===== src/scp_regs.vh =====
// Constants for the serial control and data port.
// Assumes a single 40 MHz core clock; included by bare name.
`ifndef SCP_REGS_VH
`define SCP_REGS_VH
`define SCP_WORD_BITS       32
`define SCP_CTRL_BITS       4
`define SCP_ADDR_R0         4'h0
`define SCP_ADDR_SYNC       4'hb
`define SCP_ADDR_R15        4'hf
`define SCP_ADDR_READBACK   4'h7
`define SCP_UART_BIT_POS    28
`define SCP_SUBMODE_MSB     19
`define SCP_SUBMODE_LSB     17
`define SCP_SUBMODE_SPI     3'h7
`define SCP_SYNC_LSB        8
`define SCP_SYNC_BITS       24
`define SCP_RB_BITS         5'h10
`define SCP_RB_CNT_RESET    5'h00
`define SCP_CLK_PERIOD_NS   25
`define SCP_BIT_HALF_NS     100
`define SCP_BIT_HALF_CYC    ((`SCP_BIT_HALF_NS + `SCP_CLK_PERIOD_NS - 1) / `SCP_CLK_PERIOD_NS)
`define SCP_FIFO_DEPTH      4
`define SCP_FIFO_AW         2
`endif


===== src/scp_fifo.v =====
// Small synchronous FIFO with valid/ready on both sides.
// Assumes one clock; reset and flush clear it to empty.
module scp_fifo #(
  parameter WIDTH = 1,
  parameter DEPTH = 4,
  parameter AW    = 2
) (
  input  wire             clk,
  input  wire             reset,
  input  wire             flush,
  input  wire [WIDTH-1:0] in_data,
  input  wire             in_valid,
  output reg              in_ready,
  output wire [WIDTH-1:0] out_data,
  output reg              out_valid,
  input  wire             out_ready
);
  reg [WIDTH-1:0] mem [0:DEPTH-1];
  reg [AW-1:0]    wr_ptr_reg;
  reg [AW-1:0]    rd_ptr_reg;
  reg [AW:0]      count_reg;
  reg [AW:0]      count_next;
  wire            push;
  wire            pop;

  assign push     = in_valid & in_ready;
  assign pop      = out_valid & out_ready;
  assign out_data = mem[rd_ptr_reg];

  // Occupancy after this cycle's push and pop
  always @*
  begin
    count_next = count_reg;
    if (push & ~pop)
      count_next = count_reg + 1'b1;
    else if (pop & ~push)
      count_next = count_reg - 1'b1;
  end

  // Flags are registered so the ready seen by the source is glitch free
  always @(posedge clk or posedge reset)
  begin
    if (reset)
    begin
      wr_ptr_reg <= {AW{1'b0}};
      rd_ptr_reg <= {AW{1'b0}};
      count_reg  <= {(AW+1){1'b0}};
      in_ready   <= 1'b1;
      out_valid  <= 1'b0;
    end
    else if (flush)
    begin
      wr_ptr_reg <= {AW{1'b0}};
      rd_ptr_reg <= {AW{1'b0}};
      count_reg  <= {(AW+1){1'b0}};
      in_ready   <= 1'b1;
      out_valid  <= 1'b0;
    end
    else
    begin
      if (push)
        wr_ptr_reg <= (wr_ptr_reg == DEPTH - 1) ? {AW{1'b0}} : wr_ptr_reg + 1'b1;
      if (pop)
        rd_ptr_reg <= (rd_ptr_reg == DEPTH - 1) ? {AW{1'b0}} : rd_ptr_reg + 1'b1;
      count_reg <= count_next;
      in_ready  <= (count_next != DEPTH);
      out_valid <= (count_next != {(AW+1){1'b0}});
    end
  end

  // Storage has no reset; only written slots are ever read
  always @(posedge clk)
  begin
    if (push)
      mem[wr_ptr_reg] <= in_data;
  end
endmodule


===== src/scp_top.v =====
// Serial programming port and data port of the transceiver core.
// Assumes host pins arrive asynchronous to CLK; demodulator and
// modulator signals are on CLK. One CLK, asynchronous RESET.
// Functional notes
// - Host presents bits; device shifts one bit per serial clock rise into 32 bits.
// - Load-enable rise copies the shift register into the selected latch.
// - During readback, one bit leaves on the readback pin per serial clock.
// - Chip enable low powers down and discards every programmed value.
// - Register 0 bit 28 set selects UART data-port mode.
// - SPI mode needs bit 28 set and register 15 bits 19..17 equal seven.
// - In UART/SPI mode the data clock leaves on the divided clock pin.
// - In four-level receive, symbol MSB/LSB phase is aligned at sync detect.
// - Sync-detect output asserts when received bits match the sync word.
// - UART/SPI: data pin drives receive data; in transmit, floats, clock pin inputs.
`include "scp_regs.vh"
module scp_top #(
  parameter BIT_HALF_CYC = `SCP_BIT_HALF_CYC,
  parameter FIFO_DEPTH   = `SCP_FIFO_DEPTH,
  parameter FIFO_AW      = `SCP_FIFO_AW
) (
  input  wire        CLK,
  input  wire        RESET,
  input  wire        CHIP_ENABLE,
  input  wire        PROG_SCLK,
  input  wire        PROG_SERIAL_IN,
  input  wire        PROG_LOAD_ENABLE,
  output reg         READBACK_OUT,
  input  wire [15:0] READBACK_WORD,
  output reg         LATCH_WRITE,
  output reg  [3:0]  LATCH_ADDR,
  output reg  [27:0] LATCH_DATA,
  output reg         POWERED_UP,
  output reg         UART_MODE,
  output reg         SPI_MODE,
  input  wire        TX_MODE,
  input  wire        FSK4_MODE,
  input  wire        RX_BIT,
  input  wire        RX_BIT_VALID,
  output wire        RX_BIT_READY,
  output reg         SYNC_DETECT,
  output reg         SYMBOL_MSB_PHASE,
  output reg         TX_BIT,
  output reg         TX_BIT_VALID,
  output reg         DIVIDED_REF_CLOCK_OUT,
  input  wire        DATA_BIT_CLOCK_IN,
  output reg         DATA_BIT_CLOCK_OUT,
  output reg         DATA_BIT_CLOCK_OE,
  input  wire        DATA_BIT_LINE_IN,
  output reg         DATA_BIT_LINE_OUT,
  output reg         DATA_BIT_LINE_OE
);
  // Pin synchronisers: stage 1 feeds only stage 2
  reg  [5:0]  sync1_reg;
  reg  [5:0]  sync2_reg;
  reg         sclk_d_reg;
  reg         sle_d_reg;
  wire        ce_s;
  wire        sclk_s;
  wire        prog_serial_in_s;
  wire        sle_s;
  wire        line_s;
  wire        sclk_rise;
  wire        sle_rise;
  // Serial programming state
  reg  [31:0] shift_reg;
  reg  [15:0] rb_shift_reg;
  reg  [4:0]  rb_count_reg;
  reg  [23:0] sync_word_reg;
  // Data port state
  reg  [7:0]  div_count_reg;
  reg  [23:0] rx_hist_reg;
  wire [23:0] rx_hist_next;
  wire        div_edge;
  wire        div_fall;
  wire        div_rise;
  wire        rx_accept;
  wire        fifo_out_data;
  wire        fifo_out_valid;
  wire        fifo_pop;
  wire        port_mode;
  wire        tx_pin_bit;
  wire [7:0]  half_last;

  // Divider terminal count, cut on purpose to the counter's eight bits
  localparam integer HALF_LAST_I = BIT_HALF_CYC - 1;

  // Bit picker shared by data path selection
  function pick_bit;
    input sel;
    input a;
    input b;
    begin
      pick_bit = sel ? a : b;
    end
  endfunction

  // Control-bit decode of the word waiting in the shift register
  function target_is;
    input [31:0] word;
    input [3:0]  addr;
    begin
      target_is = (word[`SCP_CTRL_BITS-1:0] == addr);
    end
  endfunction

  assign ce_s      = sync2_reg[0];
  assign sclk_s    = sync2_reg[1];
  assign prog_serial_in_s   = sync2_reg[2];
  assign sle_s     = sync2_reg[3];
  assign sclk_rise = sclk_s & ~sclk_d_reg;
  assign sle_rise  = sle_s & ~sle_d_reg;
  assign line_s    = sync2_reg[5];
  assign half_last = HALF_LAST_I[7:0];

  // Two flip-flops ahead of any logic for every asynchronous pin
  always @(posedge CLK or posedge RESET)
  begin
    if (RESET)
    begin
      sync1_reg  <= 6'h00;
      sync2_reg  <= 6'h00;
      sclk_d_reg <= 1'b0;
      sle_d_reg  <= 1'b0;
    end
    else
    begin
      sync1_reg  <= {DATA_BIT_LINE_IN, DATA_BIT_CLOCK_IN, PROG_LOAD_ENABLE, PROG_SERIAL_IN,
                     PROG_SCLK, CHIP_ENABLE};
      sync2_reg  <= sync1_reg;
      sclk_d_reg <= sclk_s;
      sle_d_reg  <= sle_s;
    end
  end

  // Shift register, latch commit and readback; all cleared while powered down
  always @(posedge CLK or posedge RESET)
  begin
    if (RESET)
    begin
      shift_reg     <= 32'h00000000;
      rb_shift_reg  <= 16'h0000;
      rb_count_reg  <= `SCP_RB_CNT_RESET;
      READBACK_OUT  <= 1'b0;
      LATCH_WRITE   <= 1'b0;
      LATCH_ADDR    <= 4'h0;
      LATCH_DATA    <= 28'h0000000;
      UART_MODE     <= 1'b0;
      SPI_MODE      <= 1'b0;
      sync_word_reg <= 24'h000000;
      POWERED_UP    <= 1'b0;
    end
    else if (!ce_s)
    begin
      shift_reg     <= 32'h00000000;
      rb_shift_reg  <= 16'h0000;
      rb_count_reg  <= `SCP_RB_CNT_RESET;
      READBACK_OUT  <= 1'b0;
      LATCH_WRITE   <= 1'b0;
      LATCH_ADDR    <= 4'h0;
      LATCH_DATA    <= 28'h0000000;
      UART_MODE     <= 1'b0;
      SPI_MODE      <= 1'b0;
      sync_word_reg <= 24'h000000;
      POWERED_UP    <= 1'b0;
    end
    else
    begin
      POWERED_UP  <= 1'b1;
      LATCH_WRITE <= 1'b0;
      // New bit enters at the bottom, so the first bit sent ends up on top
      if (sclk_rise)
        shift_reg <= {shift_reg[30:0], prog_serial_in_s};
      // Readback bit changes on each serial clock rise while bits remain
      if (sclk_rise && rb_count_reg != 5'h00)
      begin
        READBACK_OUT <= rb_shift_reg[15];
        rb_shift_reg <= {rb_shift_reg[14:0], 1'b0};
        rb_count_reg <= rb_count_reg - 5'h01;
      end
      // Latches move only here, so shifting alone never disturbs them
      if (sle_rise)
      begin
        LATCH_WRITE <= 1'b1;
        LATCH_ADDR  <= shift_reg[`SCP_CTRL_BITS-1:0];
        LATCH_DATA  <= shift_reg[`SCP_WORD_BITS-1:`SCP_CTRL_BITS];
        // Word decode; SPI needs the uart bit already committed
        if (target_is(shift_reg, `SCP_ADDR_R0))
        begin
          UART_MODE <= shift_reg[`SCP_UART_BIT_POS];
          if (!shift_reg[`SCP_UART_BIT_POS])
            SPI_MODE <= 1'b0;
        end
        if (target_is(shift_reg, `SCP_ADDR_R15))
          SPI_MODE <= UART_MODE &&
            (shift_reg[`SCP_SUBMODE_MSB:`SCP_SUBMODE_LSB] == `SCP_SUBMODE_SPI);
        // Sync word kept here; the receive matcher compares against it every bit
        if (target_is(shift_reg, `SCP_ADDR_SYNC))
          sync_word_reg <= shift_reg[`SCP_SYNC_LSB+`SCP_SYNC_BITS-1:`SCP_SYNC_LSB];
        // Readback word captured once; later changes wait for the next arming word
        if (target_is(shift_reg, `SCP_ADDR_READBACK))
        begin
          rb_shift_reg <= READBACK_WORD;
          rb_count_reg <= `SCP_RB_BITS;
        end
      end
    end
  end

  // Receive bits buffered so the pin pacing can stall the demodulator
  assign rx_accept = RX_BIT_VALID & RX_BIT_READY;
  assign port_mode = UART_MODE;

  // Flushed on power-down so no stale bit leaves after chip enable returns
  scp_fifo #(
    .WIDTH (1),
    .DEPTH (FIFO_DEPTH),
    .AW    (FIFO_AW)
  ) u_fifo (
    .clk       (CLK),
    .reset     (RESET),
    .flush     (~ce_s),
    .in_data   (RX_BIT),
    .in_valid  (RX_BIT_VALID),
    .in_ready  (RX_BIT_READY),
    .out_data  (fifo_out_data),
    .out_valid (fifo_out_valid),
    .out_ready (fifo_pop)
  );

  // Bit clock divider; one data bit per full divided period
  assign div_edge = (div_count_reg == half_last);
  assign div_fall = div_edge & DIVIDED_REF_CLOCK_OUT;
  assign div_rise = div_edge & ~DIVIDED_REF_CLOCK_OUT;
  assign fifo_pop = div_fall & ~TX_MODE & fifo_out_valid;
  assign tx_pin_bit = pick_bit(port_mode, sync2_reg[4], line_s);
  assign rx_hist_next = {rx_hist_reg[22:0], RX_BIT};

  // Clock generation, pin direction and transmit sampling
  always @(posedge CLK or posedge RESET)
  begin
    if (RESET)
    begin
      div_count_reg         <= 8'h00;
      DIVIDED_REF_CLOCK_OUT <= 1'b0;
      DATA_BIT_CLOCK_OUT    <= 1'b0;
      DATA_BIT_CLOCK_OE     <= 1'b0;
      DATA_BIT_LINE_OUT     <= 1'b0;
      DATA_BIT_LINE_OE      <= 1'b0;
      TX_BIT                <= 1'b0;
      TX_BIT_VALID          <= 1'b0;
    end
    else
    begin
      div_count_reg <= div_edge ? 8'h00 : div_count_reg + 8'h01;
      if (div_edge)
        DIVIDED_REF_CLOCK_OUT <= ~DIVIDED_REF_CLOCK_OUT;
      // Port mode moves the data clock to the divided clock pin
      DATA_BIT_CLOCK_OUT <= DIVIDED_REF_CLOCK_OUT;
      DATA_BIT_CLOCK_OE  <= ce_s & ~port_mode;
      // Data pin drives only while receiving; floats in transmit
      DATA_BIT_LINE_OE   <= ce_s & ~TX_MODE;
      if (fifo_pop)
        DATA_BIT_LINE_OUT <= fifo_out_data;
      // Transmit data taken on the bit clock rise from the right pin
      TX_BIT_VALID <= div_rise & TX_MODE & ce_s;
      if (div_rise)
        TX_BIT <= tx_pin_bit;
    end
  end

  // Sync word match and four-level symbol phase
  always @(posedge CLK or posedge RESET)
  begin
    if (RESET)
    begin
      rx_hist_reg      <= 24'h000000;
      SYNC_DETECT      <= 1'b0;
      SYMBOL_MSB_PHASE <= 1'b1;
    end
    else if (!ce_s)
    begin
      rx_hist_reg      <= 24'h000000;
      SYNC_DETECT      <= 1'b0;
      SYMBOL_MSB_PHASE <= 1'b1;
    end
    else
    begin
      SYNC_DETECT <= 1'b0;
      if (rx_accept)
      begin
        rx_hist_reg <= rx_hist_next;
        if (rx_hist_next == sync_word_reg)
        begin
          SYNC_DETECT      <= 1'b1;
          SYMBOL_MSB_PHASE <= 1'b1;
        end
        else if (FSK4_MODE)
          SYMBOL_MSB_PHASE <= ~SYMBOL_MSB_PHASE;
        else
          SYMBOL_MSB_PHASE <= 1'b1;
      end
    end
  end
endmodule


===== config.mk =====
export PLATFORM = sky130hd
export DESIGN_NAME = scp_top
export DESIGN_NICKNAME = d
export VERILOG_FILES = /design/src/scp_fifo.v /design/src/scp_top.v
export VERILOG_INCLUDE_DIRS = /design/src /design/src/src
export SDC_FILE = /design/constraint.sdc
export NUM_CORES = 1
export LEC_CHECK = 0
export BUFFER_PORTS_ARGS = -buffer_cell sky130_fd_sc_hd__buf_2
export CAP_MARGIN = 15
export CORE_MARGIN = 3
export CORE_UTILIZATION = 50
export DETAILED_ROUTE_END_ITERATION = 16
export PLACE_DENSITY = 0.78
export SYNTH_ARGS = -nofsm -noshare
export SYNTH_HDL_FRONTEND = slang
export SYNTH_SLANG_ARGS = --single-unit

===== constraint.sdc =====
create_clock -name CLK -period 6.5 [get_ports CLK]
set_input_delay 1.3 -clock CLK [delete_from_list [all_inputs] [get_ports CLK]]
set_output_delay 1.3 -clock CLK [all_outputs]
set_load 0.005 [all_outputs]

==> results.txt, run 1 <==
The effective utilization at floorplan came out at 51.4%. The final number of hold-violating endpoints came to 0. 0 antenna diodes ended up in the layout. The routability congestion estimate is 0.809.

The CTS tree is built. The post-placement cell area came out at around 8000 sq um. The half-perimeter wire length after detailed placement is between 9 and 10 mm.

In this run the worst path has a maximum fanout of 31. The required time reported for the critical path endpoint is 6.87 ns. The number of levels the H-tree was split into came out at 4. The fraction of post-synthesis cell area in the top cell type by area is about three fifths. STA classifies the critical path startpoint as an input pin.

The clock latency at the later pin of the worst-skew pair came out at ~0.43 ns. The number of flip-flops in the largest register came out at 32. The die extent in y is 129 um. The clock tree root buffer cell is clkbuf_16. The maximum clock frequency is roughly 0.36 GHz. The global-route wire length before repair came out at around 26 mm. The worst register-to-register path ends at rb_shift_reg[6]. The critical path runs through a total of 5 cells. The die area is about 17,000 sq um. Summed over all layers, the routed wires come to between 15 and 20 mm. The transition time of the tightest slew-check pin came out at between 1 and 1.5 ns. The routed design uses 7.35 mm of met2 wire.

The Yosys warning count is 0. The share of flip-flops with an asynchronous set or reset is 97.8%. Of the synthesized area, sequential elements account for between 60% and 70%.

The number of standard cells after synthesis is a little under 800. Traced cell by cell, the critical path runs through buf_2 > and2_1 > xnor2_1 > a311oi_1 > nand3b_1. The number of design rule violations left after detail routing came out at 0. The number of gates resized after CTS was 0. The largest total area in the synthesized netlist belongs to dfrtp_1.

The proportion of layout cells with a drive suffix above 1 came out at about 15%. The DRC marker count from the first detailed-route iteration is 504. The number of nets in the synthesized netlist came out at around 800. The area of the mapped netlist is between 7000 and 8000 sq um. The proportion of power drawn by flip-flops and latches is 47.7%.

The worst setup slack for register-to-register paths came out at between 4 and 5 ns. In this run the worst setup path begins at RX_BIT_VALID. The net switching share of the total power came out at between 20% and 30%. For this block, the via count after detailed routing is ~5,500. The clock network burns about half of the power. The number of cells after detailed placement came out at 987. From synthesis to final layout, the design area changed by 15.5%.

The number of standard cells in the final layout excluding fillers came out at ~1,000. The number of synthesized flops with an enable pin came out at 4. The switching power is between 0.0005 and 0.0006 W.

The initial antenna violation count came out at 0. The post-detailed-route via-to-cell ratio came out at 5.43. The fraction of the cycle the final worst path needs came out at 42.2%. The max-capacitance violation count is 0. The unique cell type count in the Yosys netlist came out at 37. The worst register-to-register path begins at sync2_reg[1]. The power per unit of standard cell area came out at 278 nW/um^2. Once the clock tree was built, the setup fixing pass inserted 0 buffers.

Headroom to the max-slew limit came out at 23.7%. The number of buffer cells added on primary ports came out at 74. Setup repair after global routing left no endpoint under its margin.

The static leakage is 3.88 nW. Cell internal power was estimated by the tool at about 0.0019 W. The share of the core filled with cells in the final layout is between 50% and 60%. The most critical setup path has its endpoint at u_fifo.in_ready. The final net count is 858.

Clock-pin slew was measured on the worst setup and hold paths at roughly 0.07 ns. In the synthesized netlist the dominant register cell turns out to be dfrtp_1. For this run the aggregate overflow at the end of global routing stands at 0. The min-delay analysis places its worst path in the category reg2reg. The width of the die came out at 129 um.

In the post-synthesis netlist, the biggest area contributors are dfrtp_1 58%, nand2_1 12%, a21oi_1 7.8%. The peak supply drop came out at around 0.00018 V. The number of flip-flops and latches in the synthesized netlist is 181.

The kind of end point of the critical path is a flip-flop. Counting I/O delays and the setup requirement, the final critical path takes between 2 and 3 ns. In this run, post-CTS hold repair placed 0 buffers. The critical path start-end classification is in2reg. The slowest library cell on the worst path is and2_1. The total count of max-transition violations in the final report is 0.

The total global routing track utilization came out at between 10% and 20%. The clock tree buffer depth came out at 2. Setup violations remaining at the end of the flow were counted as 0. The detailed router used layers up to and including met4.

The pin count of the biggest net entering global routing is ~110. The run finished with clean final reports. The routed length per placed instance came out at ~15 um.

The top-level port count came out at 75. Among cell families on the critical path, the largest total delay comes from simple AND/OR/NAND/NOR gates. The worst stage delay on the critical path is 0.84 ns. Per report_power, the combinational group accounts for roughly 4% of the total. The worst path buffer plus inverter count came out at 1. The logic depth of the worst register-to-register path is 5.

The filler cell count came out at roughly 1,200. The average cell area after synthesis is 9.78 sq um. The iteration count of the initial detailed-routing pass came out at 7. The tree built by TritonCTS fans out to 181 sinks. The number of clock buffers added by TritonCTS is 17. The core region is 14,600 sq um.

The arrival time at the worst endpoint came out at between 3 and 4 ns. The number of core rows is 44. Summed over all failing endpoints, the final setup total negative slack is 0 ns. In the final routing, the length of wire on met1 measures 7.25 mm. The detail route stage leaves a number of antenna-violating nets equal to 0. The via count of the first global-routing pass came out at between 5,000 and 6,000. The finished cells cover between 8000 and 9000 sq um.

The met3 wirelength from detailed routing is 583 um. For the final database, setup skew stands at 0.00704 ns.
cell usage in the layout (no fill, tap or decap), types with 2 or more instances in the layout:
| cell | count |
|---|---|
| nand3b_1 | 2 |
| or3_1 | 4 |
| clkbuf_16 | 17 |
| nor2b_2 | 2 |
| ha_1 | 8 |
| buf_2 | 74 |
| nand2_1 | 242 |
| nor3_1 | 3 |
| a211oi_1 | 16 |
| inv_1 | 7 |
| mux2i_1 | 18 |
| dfrtp_1 | 175 |
| clkinv_2 | 2 |
| and3_1 | 7 |
| nand3_1 | 8 |
| edfxtp_1 | 4 |
| xor2_1 | 14 |
| and2_1 | 2 |
| nand4_1 | 5 |
| xnor2_1 | 25 |
| a21oi_1 | 118 |
| nor2_1 | 33 |
| inv_6 | 4 |
| nor4_1 | 6 |
| dfstp_2 | 2 |
| o21a_1 | 2 |
| nand2b_1 | 4 |
| bufinv_16 | 6 |
| buf_4 | 8 |
power by group through the flow:
stage	Sequential (W)	Clock (W)	Combinational (W)
after CTS	0.00115	0.00118	0.0000999
after detailed placement	0.00117	0	0.0000990
final	0.00115	0.00117	0.0000975
after floorplan	0.00117	0	0.0000667
after global routing	0.00115	0.00124	0.000111
after global placement	0.00117	0	0.0000982
stage by stage:
step / hold WS [ns] / power [W] / setup slack [ns]
2_1_floorplan: 0.331 / 0.00124 / 0.401
3_3_place_gp: 0.331 / 0.00127 / 3.37
3_5_place_dp: 0.335 / 0.00127 / 3.31
4_1_cts: 0.349 / 0.00243 / 3.76
5_1_grt: 0.356 / 0.00250 / 3.56
6_report: 0.348 / 0.00242 / 3.76
area by class of cell:
class,instances,area [sq um],share of cell area [%]
Timing Repair Buffer,82,430,4.95
Sequential cell,181,4550,52.4
Clock inverter,15,248,2.85
Clock buffer,17,425,4.89
Inverter,9,41.3,0.475
Tap cell,184,230,2.65
Multi-Input combinational cell,531,2770,31.8
routing by layer:
layer  vias up  global-route usage (%)
met2       109                    30.4
li1       2646                       -
met1      2754                    28.3
met4         0                    7.10
met3        25                    4.23
met5         -                       0
worst min path at each step:
stage                 startpoint            to  depth (start not counted)
global route        sync1_reg[0]  sync2_reg[0]                          0
CTS                 sync1_reg[0]  sync2_reg[0]                          0
detailed placement  sync1_reg[0]  sync2_reg[0]                          0
global placement    sync1_reg[4]  sync2_reg[4]                          0
finish              sync1_reg[0]  sync2_reg[0]                          0
floorplan           sync1_reg[0]  sync2_reg[0]                          0
cells in the mapped netlist (all sizes together), types with 7 or more instances:
| master | number |
|---|---|
| nand3 | 8 |
| a21oi | 118 |
| and3 | 7 |
| clkbuf | 48 |
| nor4 | 7 |
| a211oi | 16 |
| ha | 8 |
| nand2 | 242 |
| xnor2 | 25 |
| inv | 8 |
| dfrtp | 175 |
| xor2 | 14 |
| mux2i | 18 |
| nor2 | 33 |
logic make-up (layout without fill, tap and decap cells):
logic type	after synthesis	after routing	synth area share, %
AOI/OAI and AO/OA	141	141	10.1
adders and majority gates	8	8	1.33
xor gates and xnor gates	39	39	4.54
buffers and inverters	58	123	2.89
and+or+nand+nor	324	324	17.9
muxes	19	19	2.69
DFF	181	181	60.5
Power figures use the tool's default switching activity.
==> run 2: changes to the inputs <==
- PLACE_DENSITY: 0.78 -> 0.81
- clock period: 6.5 -> 2.3 ns (I/O delays scaled with it)
==> run 2 against run 1 <==
Effect of this change:
- clock power grew to 2.6 times the previous value
- non-clock buffer count is 10 higher
- register-to-register slack worse by 4.0 ns
- critical endpoint is now u_fifo.count_reg[1]
- flip-flop and latch count stayed put
- hold slack worse by 0.21 ns
- first-iteration DRC count is 0.99% lower
- total power grew to 2.7 times the previous value
- largest cell class unchanged
- wire length is 4.0% higher
==> results.txt, run 2 (same netlist as run 1, synthesis figures left out) <==
The number of core rows is 44 (unchanged). The final net count is 868 (was 858). The type of the most critical hold path was in2reg (was reg2reg). The static leakage was 3.92 nW (was 3.88 nW). The arrival time at the worst endpoint came out at 2.55 ns (was 3.11 ns).

The fraction of the cycle the final worst path needs came out at between 90% and 100%. The number of gates given a new drive strength after cts is 0 (unchanged). The transition time of the tightest slew-check pin is 0.854 ns (was 1.14 ns). The internal power contribution is 0.00517 W (was 0.00189 W).

The count of inserted antenna diode cells is 0 (unchanged). The max-capacitance violation count came to 0 (unchanged). The via count of the first global-routing pass is 5,679 (was 5,381). The clock latency at the later pin of the worst-skew pair is 0.43 ns (about the same).

The total global routing track utilization came out at 20.3% (was 19.9%). The critical path start-end classification was reg2reg (was in2reg). Cells traversed along the worst timing path: or4_4 > or4_1 > or3_1 > a31oi_1 (was buf_2 > and2_1 > xnor2_1 > a311oi_1 > nand3b_1). The worst path buffer plus inverter count is 0 (was 1).

The clock skew came out at 0.00813 ns (was 0.00704 ns). The proportion of layout cells with a drive suffix above 1 came out at 16.0% (was 15.0%). The quantity of hold-fixing buffers added after cts came out at 0 (unchanged).

Most frequent cells in the layout: 242 x nand2_1, 175 x dfrtp_1, 118 x a21oi_1 (unchanged). The relative area change from synthesis to final layout is 16.7% (was 15.5%). The proportion of power drawn by the clock network came out at 46.0% (was 48.3%). The DRC marker count from the first detailed-route iteration is 499 (was 504).

The number of design rule violations left after detail routing is 0 (unchanged). The critical-path maximum fanout is 4 (was 31). The half-perimeter wire length after detailed placement is 10.1 mm (was 9.69 mm). The switching power is 0.00144 W (was 0.000524 W). The area inside the core boundary is 14,600 sq um (unchanged).

The proportion of power drawn by flip-flops and latches is 49.3% (was 47.7%). The top-level port count came out at 75 (unchanged). The clock tree buffer depth is 2 (unchanged). The setup fix buffers added after clock tree synthesis is 0 (unchanged).

The time the worst path needs with I/O delays and setup is 2.21 ns. The post-detailed-route via-to-cell ratio is 5.48 (was 5.43). The post-placement cell area came out at 8160 sq um (was 8020 sq um).

The final instance area came out at 8780 sq um (was 8690 sq um). The number of standard cells in the final layout excluding fillers was 1,029 (was 1,019). The initial antenna violation count is 0 (unchanged).

The iteration count of the initial detailed-routing pass is 5 (was 7). The routability congestion estimate is 0.829 (was 0.809). The die extent in y is 129 um (unchanged). The total count of max-transition violations in the final report is 0 (unchanged). The required time reported for the critical path endpoint is 2.64 ns (was 6.87 ns). The worst stage delay on the critical path is 0.59 ns (was 0.84 ns). The effective utilization at floorplan is 51.4% (unchanged). The peak supply drop is 0.000461 V (was 0.000184 V). Setup repair after global routing missed its margin: false (unchanged). The clock tree root buffer cell is clkbuf_16 (unchanged). The worst slew margin relative to its limit came out at 43.1% (was 23.7%).

The number of flip-flops in the largest register came to 32 (unchanged). The global-route wire length before repair came to 27.1 mm (was 26.4 mm). The number of cells after detailed placement is 997 (was 987).

The count of endpoints failing setup in the final report is 0 (unchanged). The clock buffer count from CTS came out at 17 (unchanged). The number of levels the H-tree was split into was 4 (unchanged). The net switching share of the total power is 21.8% (was 21.7%). The width of the die is 129 um (unchanged).

The power per unit of standard cell area is 753 nW/um^2 (was 278 nW/um^2). The CTS clock-pin slew for the worst setup and hold paths came to 0.06 ns (was 0.07 ns). The critical path launch point type is a flip-flop (was input pin). The total number of vias is 5,641 (was 5,534). The final number of hold-violating endpoints came out at 0 (unchanged). The maximum clock frequency came out at ~0.45 GHz. The number of clock sinks seen by CTS came out at 181 (unchanged).

The die area is 16,600 sq um (unchanged). The total routed wirelength came out at 16.1 mm (was 15.5 mm). The slowest library cell on the worst path is or4_1 (was and2_1). The total overflow reported by the global router is 0 (unchanged). The routed length per placed instance is 15.7 um (was 15.2 um).

The portion of total power attributed to combinational logic was 4.6% (was 4.0%). The number of antenna-violating nets in the routed design was 0 (unchanged). Status: complete, no violations (unchanged). The CTS tree is built (unchanged).

The kind of end point of the critical path is a flip-flop (unchanged). The gate family responsible for the most delay along the worst path is simple AND/OR/NAND/NOR gates (unchanged). The pin count of the biggest net entering global routing was 65 (was 114). The leading cell type in the layout, fill and taps excluded is nand2_1 (unchanged).

The number of buffer cells added on primary ports is 74 (unchanged).
-- run 2: changes by cell type in the layout (fill, tap and decap cells not counted) --
cell / previous run / this run
clkinv_2: 2 / 4
clkinv_4: 1 / 3
clkbuf_1: 0 / 1
buf_12: 0 / 5
inv_6: 4 / 0
clkbuf_8: 0 / 1
inv_8: 1 / 0
clkinv_1: 1 / 0
buf_4: 8 / 13
clkinvlp_4: 1 / 3
bufinv_16: 6 / 4
-- run 2: worst reg2reg max path, delay by kind of cell, from the launching register on --
family	cells	cell delay, ns
simple gates	3	1.56
flops	1	0.41
compound gates	1	0.17
-- run 2: worst paths after layout --
check / slack [ns] / to / start / depth (start not counted)
max in group asynchronous: 1.79 / LATCH_DATA[0] / RESET / 3
hold / removal: 0.14 / sync1_reg[1] / PROG_SCLK / 1
hold reg to reg: 0.35 / sync2_reg[5] / sync1_reg[5] / 0
setup / recovery: 0.09 / u_fifo.count_reg[1] / div_count_reg[5] / 4
min in group asynchronous: 0.17 / LATCH_DATA[21] / RESET / 3
setup reg to reg: 0.09 / u_fifo.count_reg[1] / div_count_reg[5] / 4
-- run 2: power groups by stage --
| stage | Sequential (W) | Combinational, W | Clock, W |
|---|---|---|---|
| finish | 0.00326 | 0.000307 | 0.00304 |
| global route | 0.00326 | 0.000345 | 0.00321 |
| CTS | 0.00326 | 0.000313 | 0.00308 |
| detailed placement | 0.00332 | 0.000309 | 0 |
| global placement | 0.00332 | 0.000302 | 0 |
| floorplan | 0.00331 | 0.000189 | 0 |
-- run 2: cell type report --
class	count	area (sq um)
clock buffers	19	443
clock inverters	13	181
fillers	1173	5860
inverters	9	40.0
multi-input cells	531	2770
flip-flops and latches	181	4550
well taps	184	230
repair buffers	92	568
-- run 2: metrics by stage --
stage | util [%] | setup WS, ns | setup TNS, ns | power [W] | hold slack (ns)
after floorplan | - | -0.425 | -74.37 | 0.00350 | 0.331
after global placement | 55.7 | 0.137 | 0 | 0.00362 | 0.332
after detailed placement | 55.7 | 0.115 | 0 | 0.00363 | 0.336
after CTS | 60.0 | 0.108 | 0 | 0.00665 | 0.125
after global routing | 60.0 | 0.00404 | 0 | 0.00682 | 0.128
final | 60.0 | 0.0858 | 0 | 0.00661 | 0.138
-- run 2: routing by layer --
layer	global-route usage (%)	share of wire (%)	vias up
li1	-	-	2660
met5	0	0	-
met1	27.0	43	2793
met2	32.9	50	150
met4	8.21	2.4	0
met3	4.32	4.5	38
==> run 3: changes to the inputs <==
- ABC_CLOCK_PERIOD_IN_PS: not set -> 2300
- SETUP_SLACK_MARGIN: not set -> 0.1
==> run 3 against run 2 <==
Effect of this change:
- first-iteration DRC count is 2.4% higher
- final cell count hardly changed
- hold slack worse by 0.0020 ns
- sequential share of layout area is 0.10 points lower
- setup slack better by 0.064 ns
- sequential power hardly changed
- fmax is 3.0% higher
- wire length is 0.24% higher
- critical path depth stayed put
- clock-buffer cell count stayed put
==> results.txt, run 3 (same netlist as run 1, synthesis figures left out) <==
Status: complete, no violations (unchanged). The reg-to-reg startpoint is div_count_reg[5] (unchanged). The proportion of layout cells with a drive suffix above 1 is 16.3% (was 16.0%).

The post-detailed-route via-to-cell ratio came to 5.51 (was 5.48). The CTS tree is built (unchanged). The post-placement cell area came to 8160 sq um (unchanged). The pin count of the biggest net entering global routing was 65 (unchanged). The die area is 16,600 sq um (unchanged). The routed length per placed instance is 15.7 um (about the same). The critical-path maximum fanout is 4 (unchanged). The number of clock sinks seen by CTS came out at 181 (unchanged). The max-capacitance violation count was 0 (unchanged). The leading cell type in the layout, fill and taps excluded is nand2_1 (unchanged).

The final instance area is 8800 sq um (was 8780 sq um). The area inside the core boundary came out at 14,600 sq um (unchanged). Setup repair after global routing missed its margin: false (unchanged).

The portion of total power attributed to combinational logic came out at 4.7% (was 4.6%). The logic depth of the worst register-to-register path is 4 (unchanged). The clock latency at the later pin of the worst-skew pair is 0.43 ns (about the same). The initial antenna violation count came out at 0 (unchanged). The total count of max-transition violations in the final report is 0 (unchanged). The time the worst path needs with I/O delays and setup came out at 2.15 ns (was 2.21 ns). The count of endpoints failing setup in the final report came to 0 (unchanged). The launching element of the worst setup path is div_count_reg[5] (unchanged). The slowest library cell on the worst path is or4_4 (was or4_1).

The number of core rows came out at 44 (unchanged). The worst setup path endpoint was u_fifo.count_reg[1] (unchanged). The kind of end point of the critical path is a flip-flop (unchanged). The internal power contribution is 0.00517 W (about the same). The arrival time at the worst endpoint came out at 2.49 ns (was 2.55 ns). The clock tree buffer depth was 2 (unchanged). The fraction of the cycle the final worst path needs is 93.5% (was 96.3%). The global-route wire length before repair is 27.1 mm (unchanged).

The critical path start-end classification is reg2reg (unchanged). The worst slew margin relative to its limit is 42.3% (was 43.1%). The proportion of power drawn by flip-flops and latches is 49.3% (about the same). The relative area change from synthesis to final layout is 16.9% (was 16.7%). The peak supply drop came out at 0.000461 V (unchanged).

The clock tree root buffer cell is clkbuf_16 (unchanged). The power per unit of standard cell area is 751 nW/um^2 (was 753 nW/um^2). The share of the core filled with cells in the final layout came out at 60.1% (was 60.0%). The switching power came to 0.00144 W (about the same). The number of levels the H-tree was split into came out at 4 (unchanged). Most frequent cells in the layout: 242 x nand2_1, 175 x dfrtp_1, 118 x a21oi_1 (unchanged). The total routed wirelength is 16.1 mm (about the same). The total number of cells along the worst setup path is 4 (unchanged). The number of buffer cells added on primary ports is 74 (unchanged).

The smallest setup slack after layout is 0.149 ns (was 0.0858 ns). The most used cell along the critical path is or4_4. The maximum clock frequency came to 0.465 GHz (was 0.452 GHz). The worst stage delay on the critical path was 0.58 ns (was 0.59 ns).

The top-level port count was 75 (unchanged). The total number of vias came out at 5,676 (was 5,641). The number of design rule violations left after detail routing came to 0 (unchanged).

The count of inserted antenna diode cells was 0 (unchanged). The gate family responsible for the most delay along the worst path is simple AND/OR/NAND/NOR gates (unchanged). The width of the die is 129 um (unchanged). The number of antenna-violating nets in the routed design came out at 0 (unchanged). The CTS clock-pin slew for the worst setup and hold paths came to 0.06 ns (about the same). The routability congestion estimate came out at 0.829 (unchanged). The required time reported for the critical path endpoint came out at 2.64 ns (about the same). The clock buffer count from CTS is 17 (unchanged). The critical path launch point type is a flip-flop (unchanged). The iteration count of the initial detailed-routing pass is 5 (unchanged). The total overflow reported by the global router is 0 (unchanged). The DRC marker count from the first detailed-route iteration came out at 511 (was 499). The worst setup slack after placement came to 0.115 ns (unchanged). The die extent in y came out at 129 um (unchanged). The via count of the first global-routing pass was 5,679 (unchanged).

The transition time of the tightest slew-check pin is 0.865 ns (was 0.854 ns). The worst path buffer plus inverter count came out at 0 (unchanged). The smallest hold slack was 0.136 ns (was 0.138 ns). The worst setup slack for register-to-register paths was 0.15 ns (was 0.09 ns). The net switching share of the total power is 21.8% (about the same).

The half-perimeter wire length after detailed placement came out at 10.1 mm (unchanged). The destination of the worst register-to-register timing path is u_fifo.count_reg[1] (unchanged). The final net count came out at 869 (was 868). The filler cell count came out at 1,170 (was 1,173). The total global routing track utilization is 20.3% (unchanged). The final number of hold-violating endpoints came out at 0 (unchanged). The clock skew is 0.0113 ns (was 0.00813 ns). Cells traversed along the worst timing path: or4_4 > or4_4 > or3_1 > a31oi_1 (was or4_4 > or4_1 > or3_1 > a31oi_1).

The type of the most critical hold path is in2reg (unchanged). The effective utilization at floorplan came to 51.4% (unchanged). The number of flip-flops in the largest register is 32 (unchanged). The proportion of power drawn by the clock network was 46.0% (about the same).

The final-layout setup total negative slack came out at 0 ns (unchanged). The static leakage came out at 3.93 nW (was 3.92 nW).
-- run 3: cell types whose count changed in the layout (fill, tap and decap cells not counted) --
cell,previous run,this run
a311oi_2,0,1
or4_1,1,0
or4_4,1,2
buf_4,13,14
a311oi_1,1,0
-- run 3: timing repair --
| action | CTS | global route |
|---|---|---|
| endpoints found under the setup margin | 0 | 4 |
| gates resized for setup | 0 | 2 |
| buffers inserted | 0 | 1 |
| hold buffers | 0 | 0 |
-- run 3: layout make-up --
cell class	instances	area (sq um)	area share, %
sequential	181	4550	51.7
multi-input combinational	531	2780	31.6
timing repair buffer	93	576	6.54
clock buffer	19	443	5.03
tap	184	230	2.62
clock inverter	13	181	2.06
inverter	9	40.0	0.455
-- run 3: worst min-delay path by stage --
stage,cells past startpoint,to,from,slack [ns]
after floorplan,0,sync2_reg[0],sync1_reg[0],0.33
after global placement,0,sync2_reg[3],sync1_reg[3],0.33
after detailed placement,0,sync2_reg[5],sync1_reg[5],0.34
after CTS,1,sync1_reg[5],DATA_BIT_LINE_IN,0.13
after global routing,1,sync1_reg[2],PROG_SERIAL_IN,0.13
final,1,sync1_reg[1],PROG_SCLK,0.14
-- run 3: layer usage --
metal	global-route usage (%)	vias to the layer above	share of wire, %
li1	-	2659	-
met1	27.0	2839	43
met2	32.9	142	50
met3	4.32	36	4.1
met4	8.21	0	2.3
met5	0	-	0
-- run 3: stage by stage --
step,power [W],instances
finish,0.00661,1030
global route,0.00682,1030
CTS,0.00665,1029
detailed placement,0.00363,997
global placement,0.00362,997
floorplan,0.00350,770
-- run 3: power by group through the flow --
stage                     logic (W)  registers [W]  clock network (W)
after floorplan            0.000189        0.00331                  0
after global placement     0.000302        0.00332                  0
after detailed placement   0.000309        0.00332                  0
after CTS                  0.000313        0.00326            0.00308
after global routing       0.000348        0.00326            0.00321
final                      0.000310        0.00326            0.00304
